File: config.mk
export PLATFORM = sky130hd
export DESIGN_NAME = sd_transfer_mode_control
export DESIGN_NICKNAME = d
export VERILOG_FILES = /design/src/block_counter.v /design/src/sd_transfer_mode_control.v /design/src/sync2.v
export VERILOG_INCLUDE_DIRS = /design/src
export SDC_FILE = /design/constraint.sdc
export NUM_CORES = 1
export LEC_CHECK = 0
export ABC_AREA = 1
export ABC_CLOCK_PERIOD_IN_PS = 3900
export BUFFER_PORTS_ARGS = -buffer_cell sky130_fd_sc_hd__buf_4
export CAP_MARGIN = 20
export CORE_MARGIN = 2
export CORE_UTILIZATION = 55
export CTS_BUF_LIST = sky130_fd_sc_hd__clkbuf_8
export DETAILED_ROUTE_END_ITERATION = 8
export GPL_TIMING_DRIVEN = 1
export PLACE_DENSITY = 0.81
export SYNTH_ARGS = -nofsm -noshare
export SYNTH_HDL_FRONTEND = slang
export SYNTH_SLANG_ARGS = --single-unit
File: constraint.sdc
create_clock -name clk -period 3.9 [get_ports clk]
set_input_delay 0.39 -clock clk [delete_from_list [all_inputs] [get_ports clk]]
set_output_delay 0.39 -clock clk [all_outputs]
set_load 0.01 [all_outputs]
File: src/sd_tm_defines.vh
// Register map, field positions and codes for the transfer mode control block
`ifndef SD_TM_DEFINES_VH
`define SD_TM_DEFINES_VH
`define OFS_BLOCK_COUNT   8'h04
`define OFS_TRANSFER_MODE 8'h0c
`define OFS_COMMAND       8'h10
`define OFS_INT_STATUS    8'h14
`define OFS_INT_MASK      8'h18
`define OFS_AUTO_CMD_ERR  8'h1c
`define OFS_PRESENT_STATE 8'h20
`define TM_DMA            0
`define TM_BLOCK_COUNT_ENABLE           1
`define TM_ACMD_LO        2
`define TM_ACMD_HI        3
`define TM_DIR            4
`define TM_MULTI          5
`define TM_MASK           16'h003f
`define TM_RESET          16'h0000
`define AUTO_CMD12        2'h1
`define STOP_CMD_INDEX    6'h0c
`define CMD_DATA_PRESENT  8
`define CMD_NEEDS_STOP    9
`define INT_XFER_DONE     0
`define INT_ACMD_ERR      1
`define INT_BLOCK_END     2
`define XT_SINGLE         2'h0
`define XT_INFINITE       2'h1
`define XT_MULTIPLE       2'h2
`define XT_STOP_MULTI     2'h3
`define RESP_OKAY         2'h0
`define RESP_SLVERR       2'h2
`endif

File: src/block_counter.v
// Block counter: software load, decrement per finished block
`timescale 1ns/100ps
module block_counter #(
  parameter CNT_W = 16
) (
  input  wire             clk,
  input  wire             rst_n,
  input  wire             load,
  input  wire [CNT_W-1:0] load_val,
  input  wire             dec,
  output reg  [CNT_W-1:0] count_r,
  output wire             is_zero,
  output wire             is_one
);
  assign is_zero = (count_r == {CNT_W{1'b0}});
  assign is_one  = (count_r == {{(CNT_W-1){1'b0}}, 1'b1});

  always @(posedge clk or negedge rst_n) begin
    if (!rst_n) begin
      count_r <= {CNT_W{1'b0}};
    end else if (load) begin
      count_r <= load_val;
    end else if (dec && !is_zero) begin
      count_r <= count_r - {{(CNT_W-1){1'b0}}, 1'b1};
    end
  end
endmodule

File: src/sd_transfer_mode_control.v
// Transfer mode control register bank with AXI4-Lite slave and data transfer sequencer
//
// Functional notes
// - Writes to the transfer mode register are ignored while the data command inhibit is set.
// - Transfer type is single, infinite, multiple or stop-multiple from select, enable and count.
// - Direction bit zero moves data to the card, one moves data from the card to the controller.
// - With auto field at one, CMD12 is issued after the last block of a multiple (count-enabled) transfer and its error is recorded.
// - No automatic stop is issued for a command that does not need CMD12.
`timescale 1ns/100ps
`include "sd_tm_defines.vh"
module sd_transfer_mode_control #(
  parameter ADDR_W = 8,
  parameter CNT_W  = 16
) (
  input  wire              clk,
  input  wire              reset_n,
  input  wire [ADDR_W-1:0] s_axi_awaddr,
  input  wire              s_axi_awvalid,
  output reg               s_axi_awready,
  input  wire [31:0]       s_axi_wdata,
  input  wire [3:0]        s_axi_wstrb,
  input  wire              s_axi_wvalid,
  output reg               s_axi_wready,
  output reg  [1:0]        s_axi_bresp,
  output reg               s_axi_bvalid,
  input  wire              s_axi_bready,
  input  wire [ADDR_W-1:0] s_axi_araddr,
  input  wire              s_axi_arvalid,
  output reg               s_axi_arready,
  output reg  [31:0]       s_axi_rdata,
  output reg  [1:0]        s_axi_rresp,
  output reg               s_axi_rvalid,
  input  wire              s_axi_rready,
  input  wire              sd_clk,
  input  wire              blk_end,
  input  wire              cmd_done,
  input  wire              cmd_err,
  output reg               irq,
  output reg               cmd_start,
  output reg  [5:0]        cmd_index,
  output reg               xfer_dir,
  output reg               dma_en,
  output reg               xfer_active
);
  localparam [2:0] ST_IDLE  = 3'h1;
  localparam [2:0] ST_XFER  = 3'h2;
  localparam [2:0] ST_ASTOP = 3'h4;
  function hit;
    input [ADDR_W-1:0] a;
    input [7:0]        ofs;
    begin
      hit = (a[ADDR_W-1:2] == ofs[ADDR_W-1:2]);
    end
  endfunction
  function [15:0] merge16;
    input [15:0] old;
    input [15:0] d;
    input [1:0]  strb;
    begin
      merge16 = {strb[1] ? d[15:8] : old[15:8], strb[0] ? d[7:0] : old[7:0]};
    end
  endfunction
  function [1:0] xfer_type;
    input multi;
    input block_count_enable;
    input cnt_zero;
    begin
      if (!multi) begin
        xfer_type = `XT_SINGLE;
      end else if (!block_count_enable) begin
        xfer_type = `XT_INFINITE;
      end else if (!cnt_zero) begin
        xfer_type = `XT_MULTIPLE;
      end else begin
        xfer_type = `XT_STOP_MULTI;
      end
    end
  endfunction
  wire        rst_n_s;
  reg  [ADDR_W-1:0] aw_addr_r;
  reg  [31:0] wdata_r;
  reg  [3:0]  wstrb_r;
  reg  [15:0] tm_r;
  reg  [2:0]  ist_r;
  reg  [2:0]  imsk_r;
  reg         ace_r;
  reg  [2:0]  state_r;
  reg  [2:0]  state_nxt;
  reg  [1:0]  xt_r;
  reg  [1:0]  xt_nxt;
  reg         needs_stop_r;
  reg         needs_stop_nxt;
  reg         inhibit_nxt;
  reg         start_nxt;
  reg  [5:0]  index_nxt;
  reg         dir_nxt;
  reg         dma_nxt;
  reg  [2:0]  ist_set;
  reg         ace_nxt;
  reg         cnt_dec;
  reg         sd_clk_d_r;
  wire [3:0]  link_s;
  wire        sd_rise;
  wire        blk_ev;
  wire        done_ev;
  wire        wr_go;
  wire        wr_cmd;
  wire        cnt_load;
  wire [CNT_W-1:0] cnt;
  wire        cnt_zero;
  wire        cnt_one;
  wire        last_blk;
  // Reset is released through two flops so every flop leaves reset on the same edge
  sync2 #(.W(1)) u_rst_sync (
    .clk   (clk),
    .rst_n (reset_n),
    .d     (1'b1),
    .q     (rst_n_s)
  );
  // Card clock and card-side strobes are sampled; strobes count only at a card clock rise
  sync2 #(.W(4)) u_link_sync (
    .clk   (clk),
    .rst_n (rst_n_s),
    .d     ({cmd_err, cmd_done, blk_end, sd_clk}),
    .q     (link_s)
  );
  assign sd_rise = link_s[0] & ~sd_clk_d_r;
  assign blk_ev  = sd_rise & link_s[1];
  assign done_ev = sd_rise & link_s[2];
  assign wr_go    = ~s_axi_awready & ~s_axi_wready & ~s_axi_bvalid;
  assign wr_cmd   = wr_go & hit(aw_addr_r, `OFS_COMMAND);
  // Count cannot be loaded while a data transfer owns it; only block ends decrement it
  assign cnt_load = wr_go & hit(aw_addr_r, `OFS_BLOCK_COUNT) & ~xfer_active;
  block_counter #(.CNT_W(CNT_W)) u_count (
    .clk      (clk),
    .rst_n    (rst_n_s),
    .load     (cnt_load),
    .load_val (merge16(cnt, wdata_r[15:0], wstrb_r[1:0])),
    .dec      (cnt_dec),
    .count_r  (cnt),
    .is_zero  (cnt_zero),
    .is_one   (cnt_one)
  );
  assign last_blk = (xt_r == `XT_SINGLE) | ((xt_r == `XT_MULTIPLE) & cnt_one);
  always @* begin
    state_nxt      = state_r;
    xt_nxt         = xt_r;
    needs_stop_nxt = needs_stop_r;
    inhibit_nxt    = xfer_active;
    start_nxt      = cmd_start & ~done_ev;
    index_nxt      = cmd_index;
    dir_nxt        = xfer_dir;
    dma_nxt        = dma_en;
    ist_set        = 3'h0;
    ace_nxt        = ace_r;
    cnt_dec        = 1'b0;
    case (state_r)
      ST_IDLE: begin
        if (wr_cmd) begin
          start_nxt = 1'b1;
          index_nxt = wdata_r[5:0];
          if (wdata_r[`CMD_DATA_PRESENT]) begin
            state_nxt      = ST_XFER;
            inhibit_nxt    = 1'b1;
            needs_stop_nxt = wdata_r[`CMD_NEEDS_STOP];
            xt_nxt         = xfer_type(tm_r[`TM_MULTI], tm_r[`TM_BLOCK_COUNT_ENABLE], cnt_zero);
            dir_nxt        = tm_r[`TM_DIR];
            dma_nxt        = tm_r[`TM_DMA];
          end
        end
      end
      ST_XFER: begin
        if (wr_cmd && wdata_r[5:0] == `STOP_CMD_INDEX) begin
          // Software abort of any running transfer by a stop command
          start_nxt   = 1'b1;
          index_nxt   = `STOP_CMD_INDEX;
          state_nxt   = ST_IDLE;
          inhibit_nxt = 1'b0;
          ist_set[`INT_XFER_DONE] = 1'b1;
        end else if (xt_r == `XT_STOP_MULTI) begin
          // Zero count: nothing to move, ends with the command response
          if (done_ev) begin
            state_nxt   = ST_IDLE;
            inhibit_nxt = 1'b0;
            ist_set[`INT_XFER_DONE] = 1'b1;
          end
        end else if (blk_ev) begin
          ist_set[`INT_BLOCK_END] = 1'b1;
          cnt_dec = tm_r[`TM_BLOCK_COUNT_ENABLE];
          if (last_blk) begin
            if (xt_r == `XT_MULTIPLE && needs_stop_r &&
                tm_r[`TM_ACMD_HI:`TM_ACMD_LO] == `AUTO_CMD12) begin
              state_nxt = ST_ASTOP;
              start_nxt = 1'b1;
              index_nxt = `STOP_CMD_INDEX;
            end else begin
              state_nxt   = ST_IDLE;
              inhibit_nxt = 1'b0;
              ist_set[`INT_XFER_DONE] = 1'b1;
            end
          end
        end
      end
      ST_ASTOP: begin
        if (done_ev) begin
          ace_nxt     = link_s[3];
          state_nxt   = ST_IDLE;
          inhibit_nxt = 1'b0;
          ist_set[`INT_XFER_DONE] = 1'b1;
          ist_set[`INT_ACMD_ERR]  = link_s[3];
        end
      end
      default: begin
        state_nxt   = ST_IDLE;
        inhibit_nxt = 1'b0;
      end
    endcase
  end
  always @(posedge clk or negedge rst_n_s) begin
    if (!rst_n_s) begin
      state_r      <= ST_IDLE;
      xt_r         <= `XT_SINGLE;
      needs_stop_r <= 1'b0;
      xfer_active  <= 1'b0;
      cmd_start    <= 1'b0;
      cmd_index    <= 6'h00;
      xfer_dir     <= 1'b0;
      dma_en       <= 1'b0;
      ace_r        <= 1'b0;
      tm_r         <= `TM_RESET;
      ist_r        <= 3'h0;
      imsk_r       <= 3'h0;
      irq          <= 1'b0;
      sd_clk_d_r   <= 1'b0;
    end else begin
      sd_clk_d_r   <= link_s[0];
      state_r      <= state_nxt;
      xt_r         <= xt_nxt;
      needs_stop_r <= needs_stop_nxt;
      xfer_active  <= inhibit_nxt;
      cmd_start    <= start_nxt;
      cmd_index    <= index_nxt;
      xfer_dir     <= dir_nxt;
      dma_en       <= dma_nxt;
      ace_r        <= ace_nxt;
      if (wr_go && hit(aw_addr_r, `OFS_TRANSFER_MODE) && !xfer_active) begin
        tm_r <= merge16(tm_r, wdata_r[15:0], wstrb_r[1:0]) & `TM_MASK;
      end
      if (wr_go && hit(aw_addr_r, `OFS_INT_MASK) && wstrb_r[0]) begin
        imsk_r <= wdata_r[2:0];
      end
      // A new event in the clearing cycle stays set
      if (wr_go && hit(aw_addr_r, `OFS_INT_STATUS) && wstrb_r[0]) begin
        ist_r <= (ist_r & ~wdata_r[2:0]) | ist_set;
      end else begin
        ist_r <= ist_r | ist_set;
      end
      irq <= |(ist_r & imsk_r);
    end
  end
  // Write channel: address and data taken in either order, response after both
  always @(posedge clk or negedge rst_n_s) begin
    if (!rst_n_s) begin
      s_axi_awready <= 1'b1;
      s_axi_wready  <= 1'b1;
      s_axi_bvalid  <= 1'b0;
      s_axi_bresp   <= `RESP_OKAY;
      aw_addr_r     <= {ADDR_W{1'b0}};
      wdata_r       <= 32'h00000000;
      wstrb_r       <= 4'h0;
    end else begin
      if (s_axi_awready && s_axi_awvalid) begin
        s_axi_awready <= 1'b0;
        aw_addr_r     <= s_axi_awaddr;
      end
      if (s_axi_wready && s_axi_wvalid) begin
        s_axi_wready <= 1'b0;
        wdata_r      <= s_axi_wdata;
        wstrb_r      <= s_axi_wstrb;
      end
      if (wr_go) begin
        s_axi_bvalid <= 1'b1;
        if (hit(aw_addr_r, `OFS_BLOCK_COUNT) || hit(aw_addr_r, `OFS_TRANSFER_MODE) ||
            hit(aw_addr_r, `OFS_COMMAND) || hit(aw_addr_r, `OFS_INT_STATUS) ||
            hit(aw_addr_r, `OFS_INT_MASK) || hit(aw_addr_r, `OFS_AUTO_CMD_ERR) ||
            hit(aw_addr_r, `OFS_PRESENT_STATE)) begin
          s_axi_bresp <= `RESP_OKAY;
        end else begin
          s_axi_bresp <= `RESP_SLVERR;
        end
      end else if (s_axi_bvalid && s_axi_bready) begin
        s_axi_bvalid  <= 1'b0;
        s_axi_awready <= 1'b1;
        s_axi_wready  <= 1'b1;
      end
    end
  end
  // Read channel: data one cycle after the address is taken
  always @(posedge clk or negedge rst_n_s) begin
    if (!rst_n_s) begin
      s_axi_arready <= 1'b1;
      s_axi_rvalid  <= 1'b0;
      s_axi_rdata   <= 32'h00000000;
      s_axi_rresp   <= `RESP_OKAY;
    end else if (s_axi_arready && s_axi_arvalid) begin
      s_axi_arready <= 1'b0;
      s_axi_rvalid  <= 1'b1;
      s_axi_rresp   <= `RESP_OKAY;
      if (hit(s_axi_araddr, `OFS_BLOCK_COUNT)) begin
        s_axi_rdata <= {{(32-CNT_W){1'b0}}, cnt};
      end else if (hit(s_axi_araddr, `OFS_TRANSFER_MODE)) begin
        s_axi_rdata <= {16'h0000, tm_r};
      end else if (hit(s_axi_araddr, `OFS_COMMAND)) begin
        s_axi_rdata <= {16'h0000, 6'h00, needs_stop_r, xfer_active, 2'h0, cmd_index};
      end else if (hit(s_axi_araddr, `OFS_INT_STATUS)) begin
        s_axi_rdata <= {29'h00000000, ist_r};
      end else if (hit(s_axi_araddr, `OFS_INT_MASK)) begin
        s_axi_rdata <= {29'h00000000, imsk_r};
      end else if (hit(s_axi_araddr, `OFS_AUTO_CMD_ERR)) begin
        s_axi_rdata <= {31'h00000000, ace_r};
      end else if (hit(s_axi_araddr, `OFS_PRESENT_STATE)) begin
        s_axi_rdata <= {28'h0000000, xt_r, cmd_start, xfer_active};
      end else begin
        s_axi_rdata <= 32'h00000000;
        s_axi_rresp <= `RESP_SLVERR;
      end
    end else if (s_axi_rvalid && s_axi_rready) begin
      s_axi_rvalid  <= 1'b0;
      s_axi_arready <= 1'b1;
    end
  end
endmodule

File: src/sync2.v
// Two-flop synchroniser for levels from outside the clock domain
`timescale 1ns/100ps
module sync2 #(
  parameter W = 1
) (
  input  wire         clk,
  input  wire         rst_n,
  input  wire [W-1:0] d,
  output reg  [W-1:0] q
);
  reg [W-1:0] meta_r;

  always @(posedge clk or negedge rst_n) begin
    if (!rst_n) begin
      meta_r <= {W{1'b0}};
      q      <= {W{1'b0}};
    end else begin
      meta_r <= d;
      q      <= meta_r;
    end
  end
endmodule

==> run_results.csv, run 1 <==
group,metric,value,unit
job,drv_cap,0,
timing,drv_slew,0,
power,p_leak,3.15,nW
route,first_pass_iters,5,
yosys,synthFlopType,"dfrtp_1",
global_routing,grt_max_degree,77,
placed_design,post-place-ws,1.84,ns
route,drtIter0Drc,435,
floorplan,start_util,0.567,
critical_path,start_kind,"register",
critical_path,reg2reg_from,"aw_addr_r[5]",
critical_path,crit_path_start,"aw_addr_r[5]",
critical_path,crit_fanout,11,
clock_network,clock-root-buffer,"clkbuf_8",
power,ir_drop,0.354,mV
critical_path,slowest_stage,"dfrtp_1",
route,drt_wl_total,11500,µm
critical_path,path_class,"reg2reg",
power,p_seq_frac,0.378,
global_routing,grt_pass1_vias,4087,
min_path,worstHoldStart,"cmd_err",
yosys,yosysSeqAreaShare,0.498,
floorplan,design.core.area,9240,µm²
clock_network,htree_levels,3,
timing,fmax,495,MHz
power,pwr-share-clk,0.147,
final_layout,final_nets,788,
power,finalPower,4.68,mW
yosys,async_reset_ff_frac,1.00,
timing,rsz0062_at_grt,"false",
status,status,"completed",
power,switching_share,0.436,
yosys,synthCells,647,
final_layout,drive_gt1_frac,0.180,
timing,worst_slew_pin_slew,0.949,ns
critical_path,required,4.21,ns
route,viasPerCell,5.27,
placed_design,port_buffers,74,
timing,tns,0,ns
clock_network,clkTransAtPathRegs,0.09,ns
clock_network,clock_sinks,104,
yosys,yosys-top-cells-count,"158 x nand2_1, 100 x dfrtp_1, 72 x nor2_1",
floorplan,pin_count,115,
placed_design,place_congestion,0.912,
placed_design,dp_hpwl,8760,µm
global_routing,grt_pass1_wl,19100,µm
timing,finalHoldViolations,0,
global_routing,antenna_found_initial,0,
power,p_sw,2.04,mW
final_layout,final_util,0.656,
yosys,yosys_warnings,0,
yosys,synth.area.top_cells,"dfrtp_1 48%, nand2_1 11%, nor2_1 5.2%",
final_layout,n_fill_cell,775,
timing,slew_headroom,0.366,
clock_network,cts_buffers,9,
floorplan,die_w,102,µm
route,drc_errors,0,
yosys,synthMostInstantiatedCell,"nand2_1",
power,power.internal,2.64,mW
yosys,synth_cell_types,40,
min_path,holdCritPathClass,"in2reg",
yosys,yosysTopAreaCell,"dfrtp_1",
critical_path,path_cells,"nor2_2 > inv_1 > nor2_1 > nand3_1 > inv_1 > nand2_2 > nand2_2 > nand2_1 > nand2_1",
floorplan,dieArea,10300,µm²
final_layout,area.growth.synth_to_final,15.7,%
critical_path,crit_arrival,2.33,ns
clock_network,cts_tree,"built",
clock_network,clockBufferDepth,2,
yosys,yosysTopAreaCellShare,0.478,
timing,fin_crit,2.02,ns
global_routing,grt-ovfl-total,0,
yosys,syn_area,5240,µm²
timing,final-setup-viol-count,0,
critical_path,worst_path_largest_cell_delay,0.46,ns
clock_network,post_cts_resized,0,
route,num_vias,4510,
route,final_antenna_net_count,0,
timing,fin_crit_sh,0.518,
floorplan,rows,35,
timing,setup_ws,1.88,ns
yosys,synth-edff-count,0,
timing,clock_skew,0.00874,ns
power,powerDensity,773,nW/µm²
route,wl_per_cell,13.5,µm
critical_path,endpoint_kind,"register",
final_layout,diodes,0,
floorplan,die_y,102,µm
yosys,synth-seq-cells,104,
global_routing,grt_usage,0.233,
power,combinationalPowerShare,0.476,
clock_network,clock_latency,0.37,ns
yosys,syn_area_per_cell,8.10,µm²
[layout by cell type, fill, tap and decap left out, types with 2 or more instances in the layout]
cell	count
o21ai_0	40
nand3_1	51
nand3_2	3
ha_1	3
buf_4	75
mux2_2	8
o31ai_1	6
dfrtp_1	99
a31oi_1	3
nand3b_1	2
inv_1	66
nand2_2	5
a21oi_1	30
xor2_1	7
dfstp_2	4
clkbuf_8	11
nand2_1	158
nor2_4	3
nor2_1	72
nor3_1	3
o22ai_1	4
xnor2_1	2
inv_2	9
nor2_2	2
nand4_1	10
o21ai_1	15
conb_1	19
[worst paths after layout]
kind	to	slack (ns)	depth (start not counted)
min in group asynchronous	u_rst_sync.q	0.32	2
hold / removal	u_link_sync.meta_r[3]	0.12	1
setup / recovery	u_count.count_r[15]	1.88	9
hold reg to reg	u_rst_sync.q	0.36	0
max in group asynchronous	state_r[0]	2.48	1
setup reg to reg	u_count.count_r[15]	1.88	9
[power groups by stage]
stage,logic [mW],clock network (mW),registers (mW)
2_1_floorplan,1.63,0,1.73
3_3_place_gp,2.11,0,1.77
3_5_place_dp,2.19,0,1.79
4_1_cts,2.21,0.701,1.77
5_1_grt,2.53,0.751,1.81
6_report,2.23,0.687,1.77
[layout make-up]
cell class	count	area, µm²	share of cell area
clock inverter	4	52.6	0.00867
multi-input combinational	456	2230	0.368
timing repair buffer	76	573	0.0946
clock buffer	11	151	0.0250
tap	129	161	0.0266
sequential	104	2610	0.431
inverter	75	282	0.0465
[worst max-delay path, delay by kind of cell, from the launching register on]
kind | cells | cell delay, ns
buffers and inverters | 2 | 0.28
and+or+nand+nor | 7 | 1.22
DFF | 1 | 0.46
[repair_timing]
item	in CTS	in global routing
hold endpoints to repair	2	0
hold buffers	1	0
setup endpoints to repair	0	0
buffers inserted	0	0
[sequential cells by signal (all words and copies together) (netlist names), 2 cells and up]
| register | flops |
|---|---|
| wstrb_r | 2 |
| aw_addr_r | 6 |
| wdata_r | 16 |
| cmd_index | 6 |
| u_count.count_r | 16 |
| u_link_sync.q | 4 |
| u_link_sync.meta_r | 4 |
| xt_r | 2 |
| s_axi_rdata | 16 |
| imsk_r | 3 |
| state_r | 3 |
| ist_r | 3 |
| tm_r | 6 |
[kinds of logic after synthesis]
logic type | after synthesis | share of synthesized area
buffers and inverters | 104 | 0.0891
flip-flops | 104 | 0.498
other | 2 | 0.00143
AND/OR/NAND/NOR | 315 | 0.267
adder cells (fa/ha/maj) | 3 | 0.00717
AO/OA/AOI/OAI | 102 | 0.105
multiplexers | 8 | 0.0172
XOR/XNOR | 9 | 0.0151
[per-stage QoR]
step           hold slack (ns)  std cells  instance area (µm²)
3_5_place_dp             0.176        839                 5840
4_1_cts                  0.111        855                 6060
5_1_grt                 0.0981        855                 6060
3_3_place_gp             0.172        839                 5840
2_1_floorplan           0.0944        664                 5300
6_report                 0.119        855                 6060
[routing by layer]
layer	vias up	wire (µm)	GRT usage
li1	2216	-	-
met1	2094	5270	0.336
met2	185	5240	0.355
met3	15	860	0.0497
met4	0	171	0.0759
met5	-	0	0
Note: power is estimated with default switching activity, not from simulation.
==> run 2: changes to the inputs <==
--- a/config.mk
+++ b/config.mk
@@ -7,7 +7,7 @@
 export NUM_CORES = 1
 export LEC_CHECK = 0
 export ABC_AREA = 1
-export ABC_CLOCK_PERIOD_IN_PS = 3900
+export ABC_CLOCK_PERIOD_IN_PS = 2000
 export BUFFER_PORTS_ARGS = -buffer_cell sky130_fd_sc_hd__buf_4
 export CAP_MARGIN = 20
 export CORE_MARGIN = 2
==> constraint.sdc (replaced) <==
create_clock -name clk -period 2 [get_ports clk]
set_input_delay 0.2 -clock clk [delete_from_list [all_inputs] [get_ports clk]]
set_output_delay 0.2 -clock clk [all_outputs]
set_load 0.01 [all_outputs]
==> run 2 against run 1 <==
  * Worst hold slack worse by 0.095 ns
  * Critical path depth up 1
  * Clock power up 91%
  * Total power up 96%
  * Die area unchanged
  * Utilization up 1.8 points
  * Cell count up 2.3%
  * Combinational power up 100%
  * Sequential share of layout area down 1.2 points
  * Register-to-register slack worse by 1.7 ns
  * Non-clock buffer count up 19
  * Count of clock-buffer cells in the layout down 1
  * Critical endpoint is now u_count.count_r[7]
==> run_results.csv, run 2 (synthesis results as in run 1) <==
group,metric,value,unit
critical_path,slowest_stage,"dfstp_2",
critical_path,required,2.30,ns
final_layout,layout_commonest_cell,"nand2_1",
critical_path,rrSetupSlack,0.18,ns
critical_path,reg2reg_from,"s_axi_awready",
status,status,"completed",
clock_network,cts_buffers,9,
timing,finalHoldViolations,0,
clock_network,clock_latency,0.37,ns
power,p_leak,3.24,nW
floorplan,start_util,0.567,
route,viasPerCell,5.26,
timing,fin_crit_sh,0.911,
critical_path,path_common_cell,"nand2_1",
clock_network,clock_sinks,104,
timing,fmax,549,MHz
power,powerDensity,1470,nW/µm²
timing,holdWs,0.0245,ns
critical_path,crit_arrival,2.12,ns
floorplan,die_w,102,µm
final_layout,diodes,0,
floorplan,dieArea,10300,µm²
timing,tns,0,ns
route,wl_per_cell,13.6,µm
timing,clock_skew,0.0121,ns
critical_path,endpoint,"u_count.count_r[7]",
route,first_pass_iters,5,
floorplan,design.core.area,9240,µm²
clock_network,clkTransAtPathRegs,0.09,ns
placed_design,post-place-ws,0.224,ns
clock_network,htree_levels,3,
global_routing,grt-ovfl-total,0,
final_layout,reg.largest.list,"s_axi_rdata x16, u_count.count_r x16, wdata_r x16",
floorplan,die_y,102,µm
critical_path,path_cells,"inv_2 > nand3_2 > nor2_4 > nand2_4 > nand2_1 > nor2_2 > nand3_4 > nand2_2 > nand2_1 > nand2_1",
min_path,holdCritPathClass,"in2reg",
critical_path,r2r-end,"u_count.count_r[7]",
route,drt_wl_total,11900,µm
final_layout,drive_gt1_frac,0.193,
timing,drv_slew,0,
clock_network,clock-root-buffer,"clkbuf_8",
global_routing,grt_max_degree,43,
job,drv_cap,0,
final_layout,area.growth.synth_to_final,18.9,%
critical_path,path_class,"reg2reg",
global_routing,grt_pass1_vias,4260,
placed_design,port_buffers,74,
final_layout,final_util,0.674,
critical_path,endpoint_kind,"register",
min_path,worstHoldStart,"s_axi_bready",
final_layout,final_nets,807,
timing,rsz0062_at_grt,"false",
critical_path,crit_fanout,18,
power,finalPower,9.18,mW
clock_network,clockBufferDepth,2,
placed_design,dp_hpwl,8980,µm
route,drtIter0Drc,403,
timing,fin_crit,1.82,ns
route,drc_errors,0,
final_layout,final_cell_mix,"158 x nand2_1, 99 x dfrtp_1, 87 x buf_4",
critical_path,reg2reg_depth,10,
critical_path,crit_path_start,"s_axi_awready",
placed_design,place_congestion,0.921,
global_routing,antenna_found_initial,0,
floorplan,pin_count,115,
route,num_vias,4602,
timing,setup_ws,0.177,ns
timing,final-setup-viol-count,0,
critical_path,start_kind,"register",
global_routing,grt_usage,0.243,
power,ir_drop,0.745,mV
global_routing,grt_pass1_wl,19800,µm
floorplan,rows,35,
clock_network,cts_tree,"built",
route,final_antenna_net_count,0,
critical_path,worst_path_largest_cell_delay,0.57,ns
[run 2: critical path: cells and delay by family, from the launching register on]
family | cells | cell delay, ns
buffers and inverters | 1 | 0.04
AND/OR/NAND/NOR | 9 | 1.15
flip-flops | 1 | 0.57
[run 2: stage by stage]
stage,instances,cell area [µm²]
CTS,875,6220
floorplan,664,5300
finish,875,6230
detailed placement,852,5950
global placement,852,5950
global route,875,6230
[run 2: worst min path at each step]
stage                     slack [ns]  cells after the start           endpoint
after global placement         -0.02                      1  u_rst_sync.meta_r
after detailed placement       -0.02                      1  u_rst_sync.meta_r
after floorplan                 -0.1                      0  u_rst_sync.meta_r
after global routing            0.04                      2       s_axi_rvalid
final                           0.02                      2       s_axi_bvalid
after CTS                       0.01                      2       s_axi_bvalid
[run 2: timing repair]
| action | 4_1_cts | 5_1_grt |
|---|---|---|
| setup buffers | 0 | 0 |
| setup endpoints to repair | 0 | 2 |
| endpoints found under the hold margin | 8 | 0 |
| resized for setup | 0 | 1 |
| hold buffers | 7 | 0 |
[run 2: cell type report]
| type | instances | area [µm²] |
|---|---|---|
| fill | 728 | 3010 |
| sequential | 104 | 2610 |
| multi-input combinational | 456 | 2230 |
| timing repair buffer | 95 | 743 |
| inverter | 75 | 282 |
| tap | 129 | 161 |
| clock buffer | 10 | 138 |
| clock inverter | 6 | 61.3 |
[run 2: metal layers]
metal / track usage / vias to the layer above / share of wire
met3: 0.0421 / 22 / 0.067
met4: 0.0811 / 0 / 0.014
met2: 0.379 / 184 / 0.46
met1: 0.346 / 2147 / 0.46
met5: 0 / - / 0
li1: - / 2249 / -
[run 2: power breakdown]
part           total, mW  internal [mW]  switching, mW
Sequential          3.38           2.79          0.588
Clock               1.31          0.607          0.701
Combinational       4.49           1.80           2.70
Total               9.18           5.19           3.99
==> run 3: changes to the inputs <==
==> constraint.sdc (replaced) <==
create_clock -name clk -period 2 [get_ports clk]
set_input_delay 0.1 -clock clk [delete_from_list [all_inputs] [get_ports clk]]
set_output_delay 0.1 -clock clk [all_outputs]
set_load 0.01 [all_outputs]
==> run 3 against run 2 <==
  * Die area stayed put
  * Worst hold slack lost 0.015 ns
  * First-iteration DRC count increased by 13%
  * Sequential cell count stayed put
  * Largest cell class unchanged
==> run_results.csv, run 3 (synthesis results as in run 1) <==
group,metric,value,unit
placed_design,post-place-ws,0.167,ns
clock_network,htree_levels,3,
final_layout,final_util,0.700,
placed_design,dp_hpwl,8840,µm
route,wl_per_cell,13.8,µm
critical_path,path_common_cell,"nand2_1",
clock_network,clock_sinks,104,
global_routing,grt_usage,0.249,
floorplan,dieArea,10300,µm²
route,drc_errors,0,
power,powerDensity,1440,nW/µm²
global_routing,grt_pass1_wl,20400,µm
global_routing,grt-ovfl-total,0,
final_layout,diodes,0,
power,p_sw,4.06,mW
floorplan,die_w,102,µm
final_layout,instances_no_fill,901,
power,p_leak,3.35,nW
critical_path,crit_arrival,2.05,ns
route,viasPerCell,5.28,
clock_network,clkTransAtPathRegs,0.09,ns
global_routing,antenna_found_initial,0,
timing,drv_slew,0,
timing,tns,0,ns
critical_path,reg2reg_from,"s_axi_awready",
critical_path,path_class,"reg2reg",
global_routing,grt_pass1_vias,4311,
timing,fmax,561,MHz
timing,finalHoldViolations,0,
clock_network,cts_tree,"built",
final_layout,regArea,2610,µm²
critical_path,start_kind,"register",
final_layout,n_fill_cell,704,
critical_path,critPathBufInv,2,
critical_path,worst_path_largest_cell_delay,0.57,ns
placed_design,post-place-cells,850,
route,drt_wl_total,12400,µm
final_layout,reg.largest.list,"s_axi_rdata x16, u_count.count_r x16, wdata_r x16",
timing,rsz0062_at_grt,"false",
min_path,worstHoldStart,"s_axi_wdata[2]",
final_layout,final_cell_mix,"158 x nand2_1, 99 x dfrtp_1, 90 x buf_4",
min_path,holdCritPathClass,"in2reg",
floorplan,start_util,0.567,
critical_path,required,2.26,ns
critical_path,slowest_stage,"dfstp_2",
timing,clock_skew,0.0125,ns
timing,setup_ws,0.217,ns
final_layout,area.growth.synth_to_final,23.6,%
global_routing,grt_max_degree,84,
final_layout,multi_input_area,2230,µm²
critical_path,r2r-end,"u_count.count_r[13]",
floorplan,design.core.area,9240,µm²
min_path,min_to,"wdata_r[2]",
final_layout,final_nets,833,
min_path,min_path_cells,3,
route,first_pass_iters,6,
timing,fin_crit_sh,0.892,
critical_path,reg2reg_depth,10,
critical_path,path_cells,"inv_2 > nand3_2 > nor2_4 > nand2_4 > nand2_1 > nor2_2 > nand3_4 > buf_4 > nand3_1 > nand2_1",
placed_design,port_buffers,74,
power,finalPower,9.29,mW
power,combinationalPowerShare,0.499,
critical_path,rrSetupSlack,0.22,ns
floorplan,die_y,102,µm
critical_path,crit_fanout,11,
route,final_antenna_net_count,0,
final_layout,layout_commonest_cell,"nand2_1",
power,pwr-share-clk,0.137,
power,p_seq_frac,0.363,
placed_design,place_congestion,0.909,
floorplan,pin_count,115,
timing,final-setup-viol-count,0,
clock_network,cts_buffers,9,
power,switching_share,0.437,
status,status,"completed",
final_layout,drive_gt1_frac,0.189,
route,drtIter0Drc,457,
critical_path,cp_top_family,"simple AND/OR/NAND/NOR gates",
route,num_vias,4759,
floorplan,rows,35,
clock_network,clock_latency,0.37,ns
critical_path,endpoint_kind,"register",
clock_network,clock-root-buffer,"clkbuf_8",
clock_network,clockBufferDepth,2,
power,ir_drop,0.726,mV
power,power.internal,5.23,mW
timing,fin_crit,1.78,ns
job,drv_cap,0,
## run 3: cell types whose count changed in the layout (fill, tap and decap cells not counted), sizes merged
cell         change
dlygate4sd3     +23
buf              +3
clkinvlp         -1
inv              +1
## run 3: routing by layer
layer  GRT usage  up-vias  wire [µm]
li1            -     2299          -
met1       0.351     2212       5420
met2       0.399      229       5880
met3      0.0455       19        934
met4      0.0686        0        181
met5           0        -          0
## run 3: worst max-delay path by stage
stage	end	slack, ns	cells after the start	start
6_report	u_count.count_r[13]	0.22	10	s_axi_awready
5_1_grt	cmd_index[0]	0.05	10	u_count.count_r[8]
4_1_cts	u_count.count_r[8]	0.15	8	u_count.count_r[8]
3_5_place_dp	u_count.count_r[13]	0.17	8	u_count.count_r[8]
3_3_place_gp	u_count.count_r[15]	0.26	10	s_axi_awready
2_1_floorplan	ace_r	0.26	0	u_rst_sync.q
## run 3: what timing repair did
| action | CTS | global route |
|---|---|---|
| resized for setup | 0 | 1 |
| setup endpoints to repair | 0 | 18 |
| hold endpoints to repair | 29 | 0 |
| hold buffers | 30 | 0 |
| setup buffers | 0 | 5 |
## run 3: worst register-to-register path: cells and delay by family, from the launching register on
family	cells	cell delay, ns
simple gates	8	0.85
buf+inv	2	0.25
flops	1	0.57
## run 3: final cells by class
cell class / instances / area share
Inverter: 75 / 0.0435
Sequential cell: 104 / 0.404
Timing Repair Buffer: 121 / 0.154
Clock buffer: 10 / 0.0213
Multi-Input combinational cell: 456 / 0.345
Tap cell: 129 / 0.0249
Clock inverter: 6 / 0.00831
## run 3: power by group through the flow
| stage | clock [mW] | combinational (mW) | sequential, mW |
|---|---|---|---|
| after floorplan | 0 | 3.19 | 3.37 |
| after global placement | 0 | 4.28 | 3.37 |
| after detailed placement | 0 | 4.44 | 3.40 |
| after CTS | 1.30 | 4.57 | 3.36 |
| after global routing | 1.40 | 5.28 | 3.46 |
| final | 1.28 | 4.64 | 3.38 |
## run 3: per-stage QoR
stage | instance area (µm²) | hold WS (ns)
after floorplan | 5300 | -0.196
after global placement | 5940 | -0.117
after detailed placement | 5940 | -0.116
after CTS | 6430 | 0.00160
after global routing | 6470 | 0.00662
final | 6470 | 0.00954
